--- config.mk ---
export PLATFORM = sky130hd
export DESIGN_NAME = dpbi_top
export DESIGN_NICKNAME = d
export VERILOG_FILES = /design/src/rtl/dpbi_bank.v /design/src/rtl/dpbi_top.v
export VERILOG_INCLUDE_DIRS = /design/src /design/src/common
export SDC_FILE = /design/constraint.sdc
export NUM_CORES = 1
export LEC_CHECK = 0
export BUFFER_PORTS_ARGS = -buffer_cell sky130_fd_sc_hd__buf_2
export CORE_MARGIN = 3
export CORE_UTILIZATION = 55
export DETAILED_ROUTE_END_ITERATION = 8
export GPL_TIMING_DRIVEN = 0
export PLACE_DENSITY = 0.72
export SLEW_MARGIN = 0
export SYNTH_ARGS = -nofsm -noshare
export SYNTH_HDL_FRONTEND = slang
export SYNTH_HIERARCHICAL = 1
export SYNTH_SLANG_ARGS = --single-unit
export TNS_END_PERCENT = 50
--- constraint.sdc ---
create_clock -name core_clk -period 5.3 [get_ports core_clk]
set_input_delay 1.06 -clock core_clk [delete_from_list [all_inputs] [get_ports core_clk]]
set_output_delay 1.06 -clock core_clk [all_outputs]
set_load 0.01 [all_outputs]
--- src/common/dpbi_regs.vh ---
// Constants and timing counts for the precharge and burst interrupt block
// Contract
// - Interruption may target any of the four banks; device accepts it.
// - Precharge decodes with select, row strobe, write enable low, column high.
// - Address bit 10 high closes all banks; low closes bank chosen.
// - Read or write samples bit 10; high arms automatic precharge.
// - Read auto-precharge starts AL plus BL/2 later, held for row-active, read-precharge.
// - Auto-precharge starts no sooner than two clocks after last prefetch.
// - Write auto-precharge waits until last write data is stored.
// - Row lockout delays any precharge until array restore completes.
`ifndef DPBI_REGS_VH
`define DPBI_REGS_VH
`define DPBI_CLK_MHZ 50
`define DPBI_NUM_BANKS 4
`define DPBI_BANK_W 2
`define DPBI_TIMER_W 8
`define DPBI_TRAS_NS 40
`define DPBI_TRTP_NS 8
`define DPBI_TRP_NS 15
// Least times round up to cycles
`define DPBI_NS_TO_CYC(ns) (((ns) * `DPBI_CLK_MHZ + 999) / 1000)
`define DPBI_TRAS_CYC `DPBI_NS_TO_CYC(`DPBI_TRAS_NS)
`define DPBI_TRTP_CYC `DPBI_NS_TO_CYC(`DPBI_TRTP_NS)
`define DPBI_TRP_CYC `DPBI_NS_TO_CYC(`DPBI_TRP_NS)
`define DPBI_PREFETCH_GAP 2
`define DPBI_BL4 1'b0
`define DPBI_BL8 1'b1
`define DPBI_CMD_NOP 3'h7
`define DPBI_CMD_ACT 3'h3
`define DPBI_CMD_RD 3'h5
`define DPBI_CMD_WR 3'h4
`define DPBI_CMD_PRE 3'h2
`endif

--- src/rtl/dpbi_bank.v ---
// One bank: open state, row lockout and auto-precharge timer
`timescale 1ns/1ps
`include "dpbi_regs.vh"
module dpbi_bank #(
   parameter TRAS_CYC = `DPBI_TRAS_CYC,
   parameter TRP_CYC = `DPBI_TRP_CYC,
   parameter TW = `DPBI_TIMER_W
) (
   input wire core_clk,
   input wire rst_n,
   input wire act,
   input wire pre_req,
   input wire ap_arm,
   input wire [TW-1:0] ap_delay,
   output reg open_ff,
   output reg precharging_ff
);
   reg [TW-1:0] ras_cnt_ff;
   reg [TW-1:0] ap_cnt_ff;
   reg [TW-1:0] rp_cnt_ff;
   reg ap_pend_ff;
   reg pre_pend_ff;
   wire ras_ok = (ras_cnt_ff == {TW{1'b0}});
   wire ap_due = ap_pend_ff && (ap_cnt_ff == {TW{1'b0}});
   // Any close waits for row restore
   wire do_close = open_ff && ras_ok && (pre_pend_ff || pre_req || ap_due);

   always @(posedge core_clk or negedge rst_n) begin
      if (!rst_n) begin
         open_ff <= 1'b0;
         precharging_ff <= 1'b0;
         ras_cnt_ff <= {TW{1'b0}};
         ap_cnt_ff <= {TW{1'b0}};
         rp_cnt_ff <= {TW{1'b0}};
         ap_pend_ff <= 1'b0;
         pre_pend_ff <= 1'b0;
      end else begin
         if (ras_cnt_ff != {TW{1'b0}})
            ras_cnt_ff <= ras_cnt_ff - 1'b1;
         if (ap_cnt_ff != {TW{1'b0}})
            ap_cnt_ff <= ap_cnt_ff - 1'b1;
         if (rp_cnt_ff != {TW{1'b0}})
            rp_cnt_ff <= rp_cnt_ff - 1'b1;
         else
            precharging_ff <= 1'b0;
         if (act && !open_ff) begin
            open_ff <= 1'b1;
            ras_cnt_ff <= TRAS_CYC[TW-1:0];
         end
         if (ap_arm) begin
            ap_pend_ff <= 1'b1;
            // Count reaches zero one edge before the edge that starts the precharge
            ap_cnt_ff <= ap_delay - 1'b1;
         end
         if (pre_req && open_ff && !ras_ok)
            pre_pend_ff <= 1'b1;
         if (do_close) begin
            open_ff <= 1'b0;
            ap_pend_ff <= 1'b0;
            pre_pend_ff <= 1'b0;
            precharging_ff <= 1'b1;
            rp_cnt_ff <= TRP_CYC[TW-1:0];
         end
      end
   end
endmodule // dpbi_bank

--- src/rtl/dpbi_top.v ---
// Command decode, burst tracking and precharge control for four banks
`timescale 1ns/1ps
`include "dpbi_regs.vh"
module dpbi_top #(
   parameter AL = 0,
   parameter WL = 2,
   parameter WR_CYC = 3,
   parameter TRTP_CYC = `DPBI_TRTP_CYC,
   parameter TRAS_CYC = `DPBI_TRAS_CYC,
   parameter TRP_CYC = `DPBI_TRP_CYC
) (
   core_clk,
   rstn,
   cs_n,
   ras_n,
   cas_n,
   we_n,
   addr10,
   bank_addr,
   burst_len8,
   bank_open,
   bank_precharging,
   burst_active,
   burst_interrupted
);
   input wire core_clk;
   input wire rstn;
   input wire cs_n;
   input wire ras_n;
   input wire cas_n;
   input wire we_n;
   input wire addr10;
   input wire [`DPBI_BANK_W-1:0] bank_addr;
   input wire burst_len8;
   output reg [`DPBI_NUM_BANKS-1:0] bank_open;
   output reg [`DPBI_NUM_BANKS-1:0] bank_precharging;
   output reg burst_active;
   output reg burst_interrupted;

   localparam TW = `DPBI_TIMER_W;

   //--------------------------------------------------------------
   // Reset release
   //--------------------------------------------------------------
   reg rst_meta_ff;
   reg rst_sync_ff;
   always @(posedge core_clk or negedge rstn) begin
      if (!rstn) begin
         rst_meta_ff <= 1'b0;
         rst_sync_ff <= 1'b0;
      end else begin
         rst_meta_ff <= 1'b1;
         rst_sync_ff <= rst_meta_ff;
      end
   end

   //--------------------------------------------------------------
   // Command decode
   //--------------------------------------------------------------
   function [2:0] dpbi_cmd;
      input c, r, a, w;
      begin
         if (c)
            dpbi_cmd = `DPBI_CMD_NOP;
         else
            dpbi_cmd = {r, a, w};
      end
   endfunction

   wire [2:0] cmd = dpbi_cmd(cs_n, ras_n, cas_n, we_n);
   wire is_act = (cmd == `DPBI_CMD_ACT);
   wire is_rd = (cmd == `DPBI_CMD_RD);
   wire is_wr = (cmd == `DPBI_CMD_WR);
   wire is_pre = (cmd == `DPBI_CMD_PRE);

   //--------------------------------------------------------------
   // Burst tracking; spacing counted from programmed length
   //--------------------------------------------------------------
   reg [2:0] burst_cnt_ff;
   reg burst_wr_ff;
   wire [2:0] half_bl = burst_len8 ? 3'h4 : 3'h2;
   // Interrupt seen: same direction, two clocks in, length 8, any bank
   wire intr = burst_active && burst_len8 && (burst_cnt_ff == 3'h2)
      && ((is_rd && !burst_wr_ff) || (is_wr && burst_wr_ff));

   always @(posedge core_clk or negedge rst_sync_ff) begin
      if (!rst_sync_ff) begin
         burst_cnt_ff <= 3'h0;
         burst_wr_ff <= 1'b0;
         burst_active <= 1'b0;
         burst_interrupted <= 1'b0;
      end else begin
         if (is_rd || is_wr) begin
            burst_cnt_ff <= 3'h1;
            burst_wr_ff <= is_wr;
            burst_active <= 1'b1;
            burst_interrupted <= intr;
         end else if (burst_active) begin
            if (burst_cnt_ff == half_bl)
               burst_active <= 1'b0;
            else
               burst_cnt_ff <= burst_cnt_ff + 3'h1;
         end
      end
   end

   //--------------------------------------------------------------
   // Auto-precharge delay per command kind
   //--------------------------------------------------------------
   wire [TW-1:0] half_bl_w = {{(TW-3){1'b0}}, half_bl};
   wire [TW-1:0] rd_base = AL[TW-1:0] + half_bl_w;
   // Read: last prefetch plus gap and tRTP floor
   localparam [TW-1:0] PF_GAP = `DPBI_PREFETCH_GAP;
   wire [TW-1:0] rd_pf = AL[TW-1:0] + half_bl_w - 8'h02 + PF_GAP;
   wire [TW-1:0] rd_rtp = AL[TW-1:0] + half_bl_w - 8'h02 + TRTP_CYC[TW-1:0];
   wire [TW-1:0] rd_m1 = (rd_base > rd_pf) ? rd_base : rd_pf;
   wire [TW-1:0] rd_dly = (rd_m1 > rd_rtp) ? rd_m1 : rd_rtp;
   // Write: data stored after full burst plus recovery
   wire [TW-1:0] wr_dly = WL[TW-1:0] + half_bl_w + WR_CYC[TW-1:0];
   wire [TW-1:0] ap_delay = is_wr ? wr_dly : rd_dly;

   //--------------------------------------------------------------
   // Four banks
   //--------------------------------------------------------------
   wire [`DPBI_NUM_BANKS-1:0] open_w;
   wire [`DPBI_NUM_BANKS-1:0] prech_w;
   genvar gi;
   generate
      for (gi = 0; gi < `DPBI_NUM_BANKS; gi = gi + 1) begin : g_bank
         wire sel = (bank_addr == gi);
         wire pre_this = is_pre && (addr10 || sel);
         wire arm = (is_rd || is_wr) && addr10 && sel;
         dpbi_bank #(
            .TRAS_CYC(TRAS_CYC),
            .TRP_CYC(TRP_CYC),
            .TW(TW)
         ) u_bank (
            .core_clk(core_clk),
            .rst_n(rst_sync_ff),
            .act(is_act && sel),
            .pre_req(pre_this),
            .ap_arm(arm),
            .ap_delay(ap_delay),
            .open_ff(open_w[gi]),
            .precharging_ff(prech_w[gi])
         );
      end
   endgenerate

   always @(posedge core_clk or negedge rst_sync_ff) begin
      if (!rst_sync_ff) begin
         bank_open <= 4'h0;
         bank_precharging <= 4'h0;
      end else begin
         bank_open <= open_w;
         bank_precharging <= prech_w;
      end
   end
endmodule // dpbi_top

-- Yosys cells after proc, flatten, opt, wreduce, memory -nomap -nowiden
Index checks and enable logic that the tools add are counted.
W data, S select, Z words.
- memory bits (read-only): 0
- latch bits: 0
- memory bits (writable): 0
- register bits after elaboration: 128
- output and inout bits: 10
- memories: 0
- input bits: 10
- div/mod/pow operators: 0
- bitwise logic cells: 0
- equal/unequal tests: 14
- shifts and indexed selects: 0
- reductions and logical operators: 112
- multiply operators: 0
- $add $sub $neg: 19
- muxes and demuxes: 67
- $lt $le $gt $ge: 2
- operators by type and width (kind ; count):
    $mux W8 ; 27
    $sub A8 B1 Y8 const B ; 13
    $reduce_bool A8 Y1 ; 12
    $logic_not A8 Y1 ; 8
    $reduce_bool A2 Y1 ; 25
    $logic_and A1 B1 Y1 ; 42
    $mux W1 ; 35
    $mux W3 ; 5
    $logic_or A1 B1 Y1 ; 14
    $add A4 B2 Y5 const B ; 2
    $eq A3 B2 Y1 const B ; 3
    $logic_not A1 Y1 ; 9
    $add A8 B2 Y8 const B ; 1
    $gt A3 B8 Y1 ; 1
    $gt A8 B8 Y1 ; 1
    $ne A2 B1 Y1 const B ; 4
    $eq A3 B3 Y1 const B ; 2
    $add A2 B3 Y4 const A ; 1
    $eq A2 B2 Y1 const B ; 2
    $sub A3 B2 Y4 const B ; 1
    $add A3 B1 Y3 const B ; 1
    $eq A3 B3 Y1 ; 1
    $eq A2 B1 Y1 const B ; 1
    $logic_not A2 Y1 ; 1
    2 further kinds ; 2

-- Longest topological paths before layout
Gate-level depths: netlist of run 1.
- word-level depth: 10
- gate-level depth with buffers: 10
- gate-level depth less buffers: 9

-- Cells and area by module
The synthesis of run 1 kept the hierarchy.
- modules (own cells, without submodules) (module ; times used ; cells each ; sequential area each (um^2) ; area each (um^2)):
    dpbi_bank (g_bank[0].u_bank ...) ; 3 ; 154 ; 700.7 ; 1510.2
    dpbi_bank (g_bank[1].u_bank) ; 1 ; 162 ; 700.7 ; 1554.0
    dpbi_top ; 1 ; 76 ; 400.4 ; 785.8

-- Worst setup path after synthesis of run 1
Ideal clock, no wire load.
- kind: input -> register
- from: input port cs_n
- to: register g_bank[0].u_bank.ap_cnt_ff[5]
- data arrival time: 2845 ps
- required time: 5217 ps
- path slack: 2373 ps
- cell stages on the path: 7
- path buffers: 0
- cell sequence: nor3b_2 > nand2b_2 > ha_1 > mux2i_2 > nand3_1 > or4b_1 > o21ai_0
- elaborated cells on any way between the ends: 10
- classes of those cells: 1 x add/sub; 2 x eq/ne; 3 x mux; 4 x reduce/logical
- RTL lines (element ; RTL line ; text):
    start: declaration ; dpbi_top.v:28 ; input wire cs_n;
    $mux W3 ; dpbi_top.v:63 ; if (c)
    $eq A3 B3 Y1 (no source line) ; n/a ;
    $mux W8 ; dpbi_top.v:120 ; wire [TW-1:0] ap_delay = is_wr ? wr_dly : rd_dly;
    net ap_delay[2] ; dpbi_top.v:120 ;
    $sub A8 B1 Y8 ; dpbi_bank.v:53 ; ap_cnt_ff <= ap_delay - 1'b1;
    $mux W8 ; dpbi_bank.v:50 ; if (ap_arm) begin
    end signal: assignment ; dpbi_bank.v:33 ; ap_cnt_ff <= {TW{1'b0}};
    end signal: assignment ; dpbi_bank.v:41 ; ap_cnt_ff <= ap_cnt_ff - 1'b1;
    end signal: assignment ; dpbi_bank.v:53 ;
    end: declaration ; dpbi_bank.v:19 ; reg [TW-1:0] ap_cnt_ff;
The timed path passes the listed nets, and every way through them passes these cells.
A chain may end at the register's enable or synchronous reset.

-- Final worst setup path of run 1
- from: input port cs_n
- to: register g_bank[1].u_bank.ap_cnt_ff[6]
- longest elaborated chain between the ends: 6
- elaborated cells on any way between the ends: 10
- classes of those cells: 1 x add/sub; 2 x eq/ne; 3 x mux; 4 x reduce/logical
- RTL lines (element ; RTL line ; text):
    $mux W3 * ; dpbi_top.v:63 ;
    $eq A3 B3 Y1 (no source line) ; n/a ;
    $logic_or A1 B1 Y1 * ; dpbi_top.v:132 ; wire arm = (is_rd || is_wr) && addr10 && sel;
    $logic_and A1 B1 Y1 * (2 in a row) ; dpbi_top.v:132 ;
    net g_bank[1].arm ; dpbi_top.v:132 ;
    $mux W8 or $reduce_bool A2 Y1 (tied branches) ; n/a ;
    end signal: assignment ; dpbi_bank.v:33 ;
    end signal: assignment ; dpbi_bank.v:41 ;
    end signal: assignment ; dpbi_bank.v:53 ;
    end: declaration ; dpbi_bank.v:19 ;
The timed path passes the listed nets; every way through them passes the cells marked *.

==> impl_metrics.csv, run 1 <==
group,metric,value,unit
timing,hold_viol,0,
global_routing,gr-total-overflow,0,
critical_path,crit_end,"g_bank[1].u_bank/ap_cnt_ff[6]",
clock_tree,ctsHtreeMaxLevel,4,
cells_and_area,antennaDiodeCount,0,
placed_design,place_congestion,0.803,
timing,maxSlewViolCount,0,
flow_run,cap_violations,0,
yosys,synthArstFlopShare,100,%
yosys,synth_cells,700,
yosys,yosys_warnings,6,
drt,initialDrtViolationCount,257,
yosys,yosys.area_share.adder,3.46,%
drt,drtAntennaViolNets,0,
floorplan,die_height,118,um
drt,routed_via_density,5.50,
critical_path,startpoint_type,"input port",
yosys,synth_top_family_by_area,"simple AND/OR/NAND/NOR gates",
floorplan,design.core.area,12100,um2
clock_tree,insertion_delay,420,ps
clock_tree,cts_setup_buffers,0,
clock_tree,cts_tree,"done",
critical_path,worstPathArrival,3350,ps
drt,drc_errors,0,
critical_path,critPathCaptureType,"flip-flop",
clock_tree,cts_resized,0,
global_routing,grt_pass1_vias,5150,
timing,clock_skew,10.0,ps
cells_and_area,final_area,7880,um2
drt,firstDrtPassIters,5,
yosys,yosys_most_used_dff,"dfrtp_1",
timing,fin_tns_setup,0,ps
yosys,syn_area_per_cell,9.81,um2
critical_path,reg2reg_slack,3380,ps
floorplan,die_x,118,um
clock_tree,cts_hold_buffers,0,
clock_tree,clk_pin_slew,50,ps
placed_design,dpl-instance-area,7330,um2
placed_design,port_buffers,19,
timing,fin_crit,3020,ps
critical_path,critPathMaxFanout,10,
timing,setup_violations,0,
power,cellPowerDensity,518,nW/um2
cells_and_area,final_layout_size_suffix_gt1_share,11.4,%
timing,max_freq,331,MHz
critical_path,reg2reg_from,"g_bank[1].u_bank/ras_cnt_ff[0]",
drt,drt-total-wl,13100,um
critical_path,cp.required,5640,ps
critical_path,worstSetupStartpoint,"cs_n",
floorplan,die_area,13900,um2
yosys,synth_compound_area_share,11.0,%
critical_path,r2r_cells,8,
global_routing,antenna_found_initial,0,
placed_design,dp_hpwl,9200,um
cells_and_area,layout.nets,797,
global_routing,grt_max_degree,55,
cells_and_area,final_common_cell,"dfrtp_1",
yosys,ys_types,65,
clock_tree,clock-sinks,128,
yosys,netlist_area,6870,um2
timing,grt_setup_unrepaired,"false",
power,vdd_drop_max,301,uV
global_routing,grtUsageTotal,19.9,%
critical_path,r2r_end,"g_bank[1].u_bank/rp_cnt_ff[1]",
yosys,muxShareOfSynthArea,6.36,%
drt,wl_per_cell,13.8,um
power,p_leak,0.00337,uW
yosys,synth_edf_count,0,
yosys,synth_xor_area_share,4.46,%
global_routing,grt_pass1_wl,22800,um
floorplan,initial_utilization,56.7,%
clock_tree,cts.path.max_buffers,2,
critical_path,crit_type,"input port to flip-flop",
outcome,outcome,"finished, final reports clean",
cells_and_area,layout_common_cells,"dfrtp_1 (127), nor2_1 (115), a21oi_1 (45), mux2i_1 (35), nand2_1 (31)",
timing,slew_headroom,32.0,%
timing,post-route-period-util,56.9,%
yosys,synth_seq_area_share,46.6,%
timing,worstMarginPinSlew,1020,ps
floorplan,pin_count,20,
hold_path,hold_class,"flip-flop to asynchronous set/reset pin",
cells_and_area,syn_to_final_growth,14.6,%
yosys,ys_ff_latch,128,
yosys,synthSimpleGateAreaFrac,24.3,%
floorplan,rows,40,
drt,vias,5213,
clock_tree,cts-root-buf,"clkbuf_16",
clock_tree,cts_made_buffers,17,
==> how the worst min path moves through the flow <==
| stage | slack [ps] | depth (start not counted) | to |
|---|---|---|---|
| 2_1_floorplan | 330 | 0 | rst_sync_ff |
| 3_3_place_gp | 340 | 0 | rst_sync_ff |
| 3_5_place_dp | 310 | 0 | g_bank[1].u_bank/precharging_ff |
| 4_1_cts | 320 | 0 | g_bank[1].u_bank/precharging_ff |
| 5_1_grt | 340 | 0 | g_bank[1].u_bank/precharging_ff |
| 6_report | 300 | 0 | g_bank[1].u_bank/precharging_ff |
==> stage by stage <==
| stage | hold WS, ps | worst slack [ps] | total power [uW] | utilization [%] | std cells |
|---|---|---|---|---|---|
| 5_1_grt | 341 | 2120 | 4400 | 65.0 | 948 |
| 3_5_place_dp | 313 | 1860 | 3010 | 60.5 | 917 |
| 4_1_cts | 319 | 2300 | 4110 | 65.0 | 948 |
| 2_1_floorplan | 331 | 1470 | 2690 | - | 728 |
| 6_report | 299 | 2280 | 4080 | 65.0 | 948 |
| 3_3_place_gp | 343 | 18.7 | 2910 | 60.1 | 915 |
==> registers in the layout, indices dropped and copies added (netlist names) <==
signal                        cells
g_bank.u_bank/rp_cnt_ff          32
g_bank.u_bank/ap_cnt_ff          32
g_bank.u_bank/open_ff             4
bank_open                         4
g_bank.u_bank/precharging_ff      4
rst_meta_ff                       1
burst_wr_ff                       1
rst_sync_ff                       1
g_bank.u_bank/ras_cnt_ff         32
burst_cnt_ff                      3
burst_interrupted                 1
burst_active                      1
bank_precharging                  4
g_bank.u_bank/pre_pend_ff         4
g_bank.u_bank/ap_pend_ff          4
==> cell type report <==
type / instances / area [um2]
Multi-Input combinational cell: 551 / 3520
Sequential cell: 128 / 3210
Tap cell: 168 / 210
Timing Repair Buffer: 21 / 143
Buffer: 22 / 150
Fill cell: 1019 / 4240
Inverter: 27 / 101
Clock buffer: 25 / 485
Clock inverter: 6 / 57.6
==> cells by family after synthesis <==
family,count (synthesis)
AO/OA/AOI/OAI,118
XOR/XNOR,35
adder cells (fa/ha/maj),19
buffers and inverters,49
flip-flops,128
multiplexers,42
other,2
AND/OR/NAND/NOR,307
==> cells in the mapped netlist, types with 4 or more instances <==
cell | instances | share of area [%]
dfrtp_1 | 128 | 47
nor2_1 | 115 | 6.3
a21oi_1 | 45 | 3.3
mux2i_1 | 35 | 5.1
nand2_1 | 31 | 1.7
nand2b_1 | 27 | 2.5
inv_1 | 26 | 1.4
xnor2_1 | 26 | 3.3
nor3_1 | 21 | 1.5
nor4_1 | 21 | 1.9
ha_1 | 19 | 3.5
o21ai_0 | 19 | 1.4
nor2b_1 | 18 | 1.6
nand3_1 | 10 | 0.73
or4_1 | 9 | 0.98
xor2_1 | 9 | 1.1
a211oi_1 | 8 | 0.87
buf_6 | 8 | 1.3
nor4b_1 | 7 | 0.89
o211ai_1 | 7 | 0.76
or3_1 | 7 | 0.64
a211o_1 | 6 | 0.76
a21o_1 | 6 | 0.66
buf_2 | 6 | 0.44
clkbuf_1 | 5 | 0.27
and2_1 | 4 | 0.36
and3_1 | 4 | 0.36
mux2_2 | 4 | 0.66
o31ai_1 | 4 | 0.44
or4b_1 | 4 | 0.58
==> power by group <==
part	switching (uW)	internal, uW	leakage [uW]
Clock	401	675	0.000267
Sequential	377	1360	0.00150
Combinational	663	601	0.00160
Total	1440	2640	0.00337
==> routing by layer <==
metal | vias up | global-route usage (%) | share of wire (%) | routed length, um
met5 | - | 0 | 0 | 0
met2 | 76 | 33.8 | 49 | 6490
met3 | 19 | 5.29 | 3.5 | 454
met1 | 2544 | 24.5 | 45 | 5950
li1 | 2574 | - | - | -
met4 | 0 | 7.69 | 1.7 | 218
==> worst max-delay path: stages <==
cell and delay (ps):
buf_2 130, nor3b_2 370, nand2_1 210, nor2_1 130, buf_2 220, buf_2 290
mux2i_1 290, ha_1 220, inv_1 80, o21a_1 190, nor3_1 160
Power figures use the tool's default switching activity.
==> run 2: changes to the inputs <==
- ABC_AREA: unset -> 1
- clock period: 5.3 -> 2.93 ns (I/O delays scaled with it)
==> run 2 against run 1 <==
  * Total power increased by 120%
  * Clock power increased by 110%
  * Final area is 8.1% higher
  * Register-to-register slack worse by 2100 ps
==> impl_metrics.csv, run 2 <==
group,metric,value,unit
drt,firstDrtPassIters,5,
flow_run,cap_violations,0,
global_routing,grt_pass1_vias,5885,
floorplan,pin_count,20,
critical_path,crit_cells,18,
timing,setup_violations,0,
placed_design,place_congestion,0.869,
yosys,yosys_most_used_dff,"dfrtp_1",
drt,routed_via_density,4.80,
clock_tree,cts_tree,"done",
critical_path,cp.required,3270,ps
power,p_leak,0.00457,uW
floorplan,initial_utilization,57.7,%
cells_and_area,largestRegisters,"g_bank.u_bank/ap_cnt_ff x32, g_bank.u_bank/ras_cnt_ff x32, g_bank.u_bank/rp_cnt_ff x32",
yosys,synth_cells,1052,
floorplan,die_x,122,um
outcome,outcome,"finished, final reports clean",
timing,maxSlewViolCount,0,
critical_path,reg2reg_from,"g_bank[1].u_bank/ras_cnt_ff[0]",
clock_tree,clk_pin_slew,50,ps
power,vdd_drop_max,652,uV
clock_tree,cts-root-buf,"clkbuf_16",
cells_and_area,final_common_cell,"nand2_1",
yosys,ys_ff_latch,128,
critical_path,reg2reg_slack,1320,ps
floorplan,die_height,122,um
yosys,synth_largest_area_cell,"dfrtp_1",
global_routing,grt_max_degree,69,
clock_tree,clock-sinks,128,
timing,slew_headroom,49.1,%
critical_path,crit_family,"simple AND/OR/NAND/NOR gates",
clock_tree,cts_resized,0,
yosys,syn_area_per_cell,7.09,um2
hold_path,min_delay_worst_endpoint,"rst_sync_ff",
timing,post-route-period-util,82.7,%
yosys,netlist_area,7460,um2
floorplan,rows,41,
global_routing,gr-total-overflow,0,
cells_and_area,antennaDiodeCount,0,
cells_and_area,layout.nets,1139,
critical_path,r2r_cells,6,
yosys,yosysMostFrequentCell,"nand2_1",
placed_design,port_buffers,19,
critical_path,crit_buf_inv,6,
timing,fin_tns_setup,0,ps
cells_and_area,syn_to_final_growth,14.2,%
yosys,synthTopCellsByCount,"nand2_1 (302), inv_1 (166), nor2_1 (153)",
hold_path,min-delay-start,"rst_meta_ff",
critical_path,crit_type,"input port to flip-flop",
yosys,synth_seq_area_share,43.0,%
hold_path,hold_class,"flip-flop to flip-flop",
yosys,ys_types,33,
critical_path,slowest_stage,"nor3_1",
timing,worstMarginPinSlew,764,ps
placed_design,dp_hpwl,10200,um
critical_path,critPathCaptureType,"flip-flop",
drt,wl_per_cell,11.1,um
placed_design,dpl-instance-area,7870,um2
drt,vias,6221,
timing,clock_skew,8.10,ps
power,finalPower,8810,uW
critical_path,worstPathArrival,2770,ps
critical_path,r2r_end,"g_bank[1].u_bank/ras_cnt_ff[3]",
critical_path,critPathMaxFanout,10,
clock_tree,cts.path.max_buffers,2,
global_routing,antenna_found_initial,0,
critical_path,startpoint_type,"input port",
timing,grt_setup_unrepaired,"false",
yosys,synth_edf_count,0,
global_routing,grtUsageTotal,21.0,%
timing,max_freq,413,MHz
cells_and_area,final_area,8510,um2
hold_path,whs_path_depth,0,
clock_tree,insertion_delay,420,ps
drt,drc_errors,0,
clock_tree,cts_made_buffers,17,
yosys,synth_area_leaders,"dfrtp_1 (43%), nand2_1 (15%), inv_1 (8.4%)",
global_routing,grt_pass1_wl,25500,um
critical_path,path_cells,"buf_2, nor2_2, nand2_4, inv_4, nand2_4, nor3_1, inv_2, buf_6, nand2_1, o21ai_2, inv_2, ha_1, nand2_1, nor2_2, nand2_1, nand2_1, inv_1, nor2_1",
clock_tree,ctsHtreeMaxLevel,4,
floorplan,design.core.area,12900,um2
clock_tree,cts_setup_buffers,0,
yosys,synthArstFlopShare,100,%
critical_path,critPathMaxStageDelay,470,ps
cells_and_area,layout_common_cells,"nand2_1 (302), inv_1 (166), nor2_1 (153), dfrtp_1 (127), nand3_1 (86)",
power,cellPowerDensity,1030,nW/um2
drt,drt-total-wl,14300,um
drt,drtAntennaViolNets,0,
cells_and_area,final_layout_size_suffix_gt1_share,11.7,%
yosys,synth_top_area_share,43.0,%
timing,fin_crit,2420,ps
timing,hold_viol,0,
critical_path,timing.critical_path.mode_cell,"nand2_1",
drt,initialDrtViolationCount,357,
floorplan,die_area,15000,um2
yosys,yosys_warnings,6,
timing,holdWs,361,ps
run 2: cell count changes in the layout (fill, tap and decap cells not counted), sizes merged, moves of 12 or more:
cell	change
a21oi	-13
inv	+156
nand2	+292
or4	-12
nor2b	-18
nor2	+58
nand2b	-28
xnor2	-23
mux2i	-38
nand3	+78
nor4	-21
run 2: area by class of cell:
| type | instances | area [um2] |
|---|---|---|
| repair buffers | 21 | 133 |
| clock buffers | 19 | 453 |
| clock inverters | 13 | 184 |
| plain buffers | 7 | 63.8 |
| fillers | 1119 | 4410 |
| inverters | 181 | 682 |
| multi-input cells | 754 | 3580 |
| well taps | 172 | 215 |
| flip-flops and latches | 128 | 3210 |
run 2: cell families after synthesis:
kind of cell             share of synthesized area, %
AND/OR/NAND/NOR                                  36.5
buffers and inverters                            10.0
flip-flops                                       43.0
AO/OA/AOI/OAI                                    5.97
adder cells (fa/ha/maj)                          3.19
XOR/XNOR                                         1.29
other                                           0.101
run 2: repair_timing:
action	CTS	global route
hold endpoints to repair	2	0
setup endpoints to repair	0	0
hold buffers	1	0
run 2: power breakdown:
part           internal (uW)  switching (uW)  total [uW]
clock network           1470             782        2250
logic                   1300            2080        3370
registers               2610             571        3180
total                   5380            3430        8810
run 2: metrics by stage:
stage | util, % | setup slack (ps) | std cells
6_report | 65.9 | 507 | 1295
5_1_grt | 65.9 | 311 | 1295
4_1_cts | 65.9 | 533 | 1295
3_5_place_dp | 60.8 | 109 | 1262
2_1_floorplan | - | 517 | 1070
3_3_place_gp | 60.6 | -12.5 | 1261
run 2: per-layer routing:
metal  up-vias  global-route usage (%)  share of wire (%)  wire length [um]
met4         0                    6.09                1.3               187
met2        62                    35.9                 48              6850
met5         -                       0                  0                 0
li1       3333                       -                  -                 -
met3        16                    5.25                2.8               403
met1      2810                    26.5                 48              6870
run 2: how the worst max path moves through the flow:
stage                start                             to  slack (ps)
2_1_floorplan         cs_n  g_bank[3].u_bank/ap_cnt_ff[6]         520
3_3_place_gp   rst_sync_ff  g_bank[2].u_bank/ap_cnt_ff[6]         -10
3_5_place_dp          cs_n  g_bank[3].u_bank/ap_cnt_ff[6]         110
4_1_cts              cas_n  g_bank[3].u_bank/ap_cnt_ff[6]         530
5_1_grt              cas_n  g_bank[2].u_bank/ap_cnt_ff[6]         310
6_report              cs_n  g_bank[3].u_bank/ap_cnt_ff[6]         510
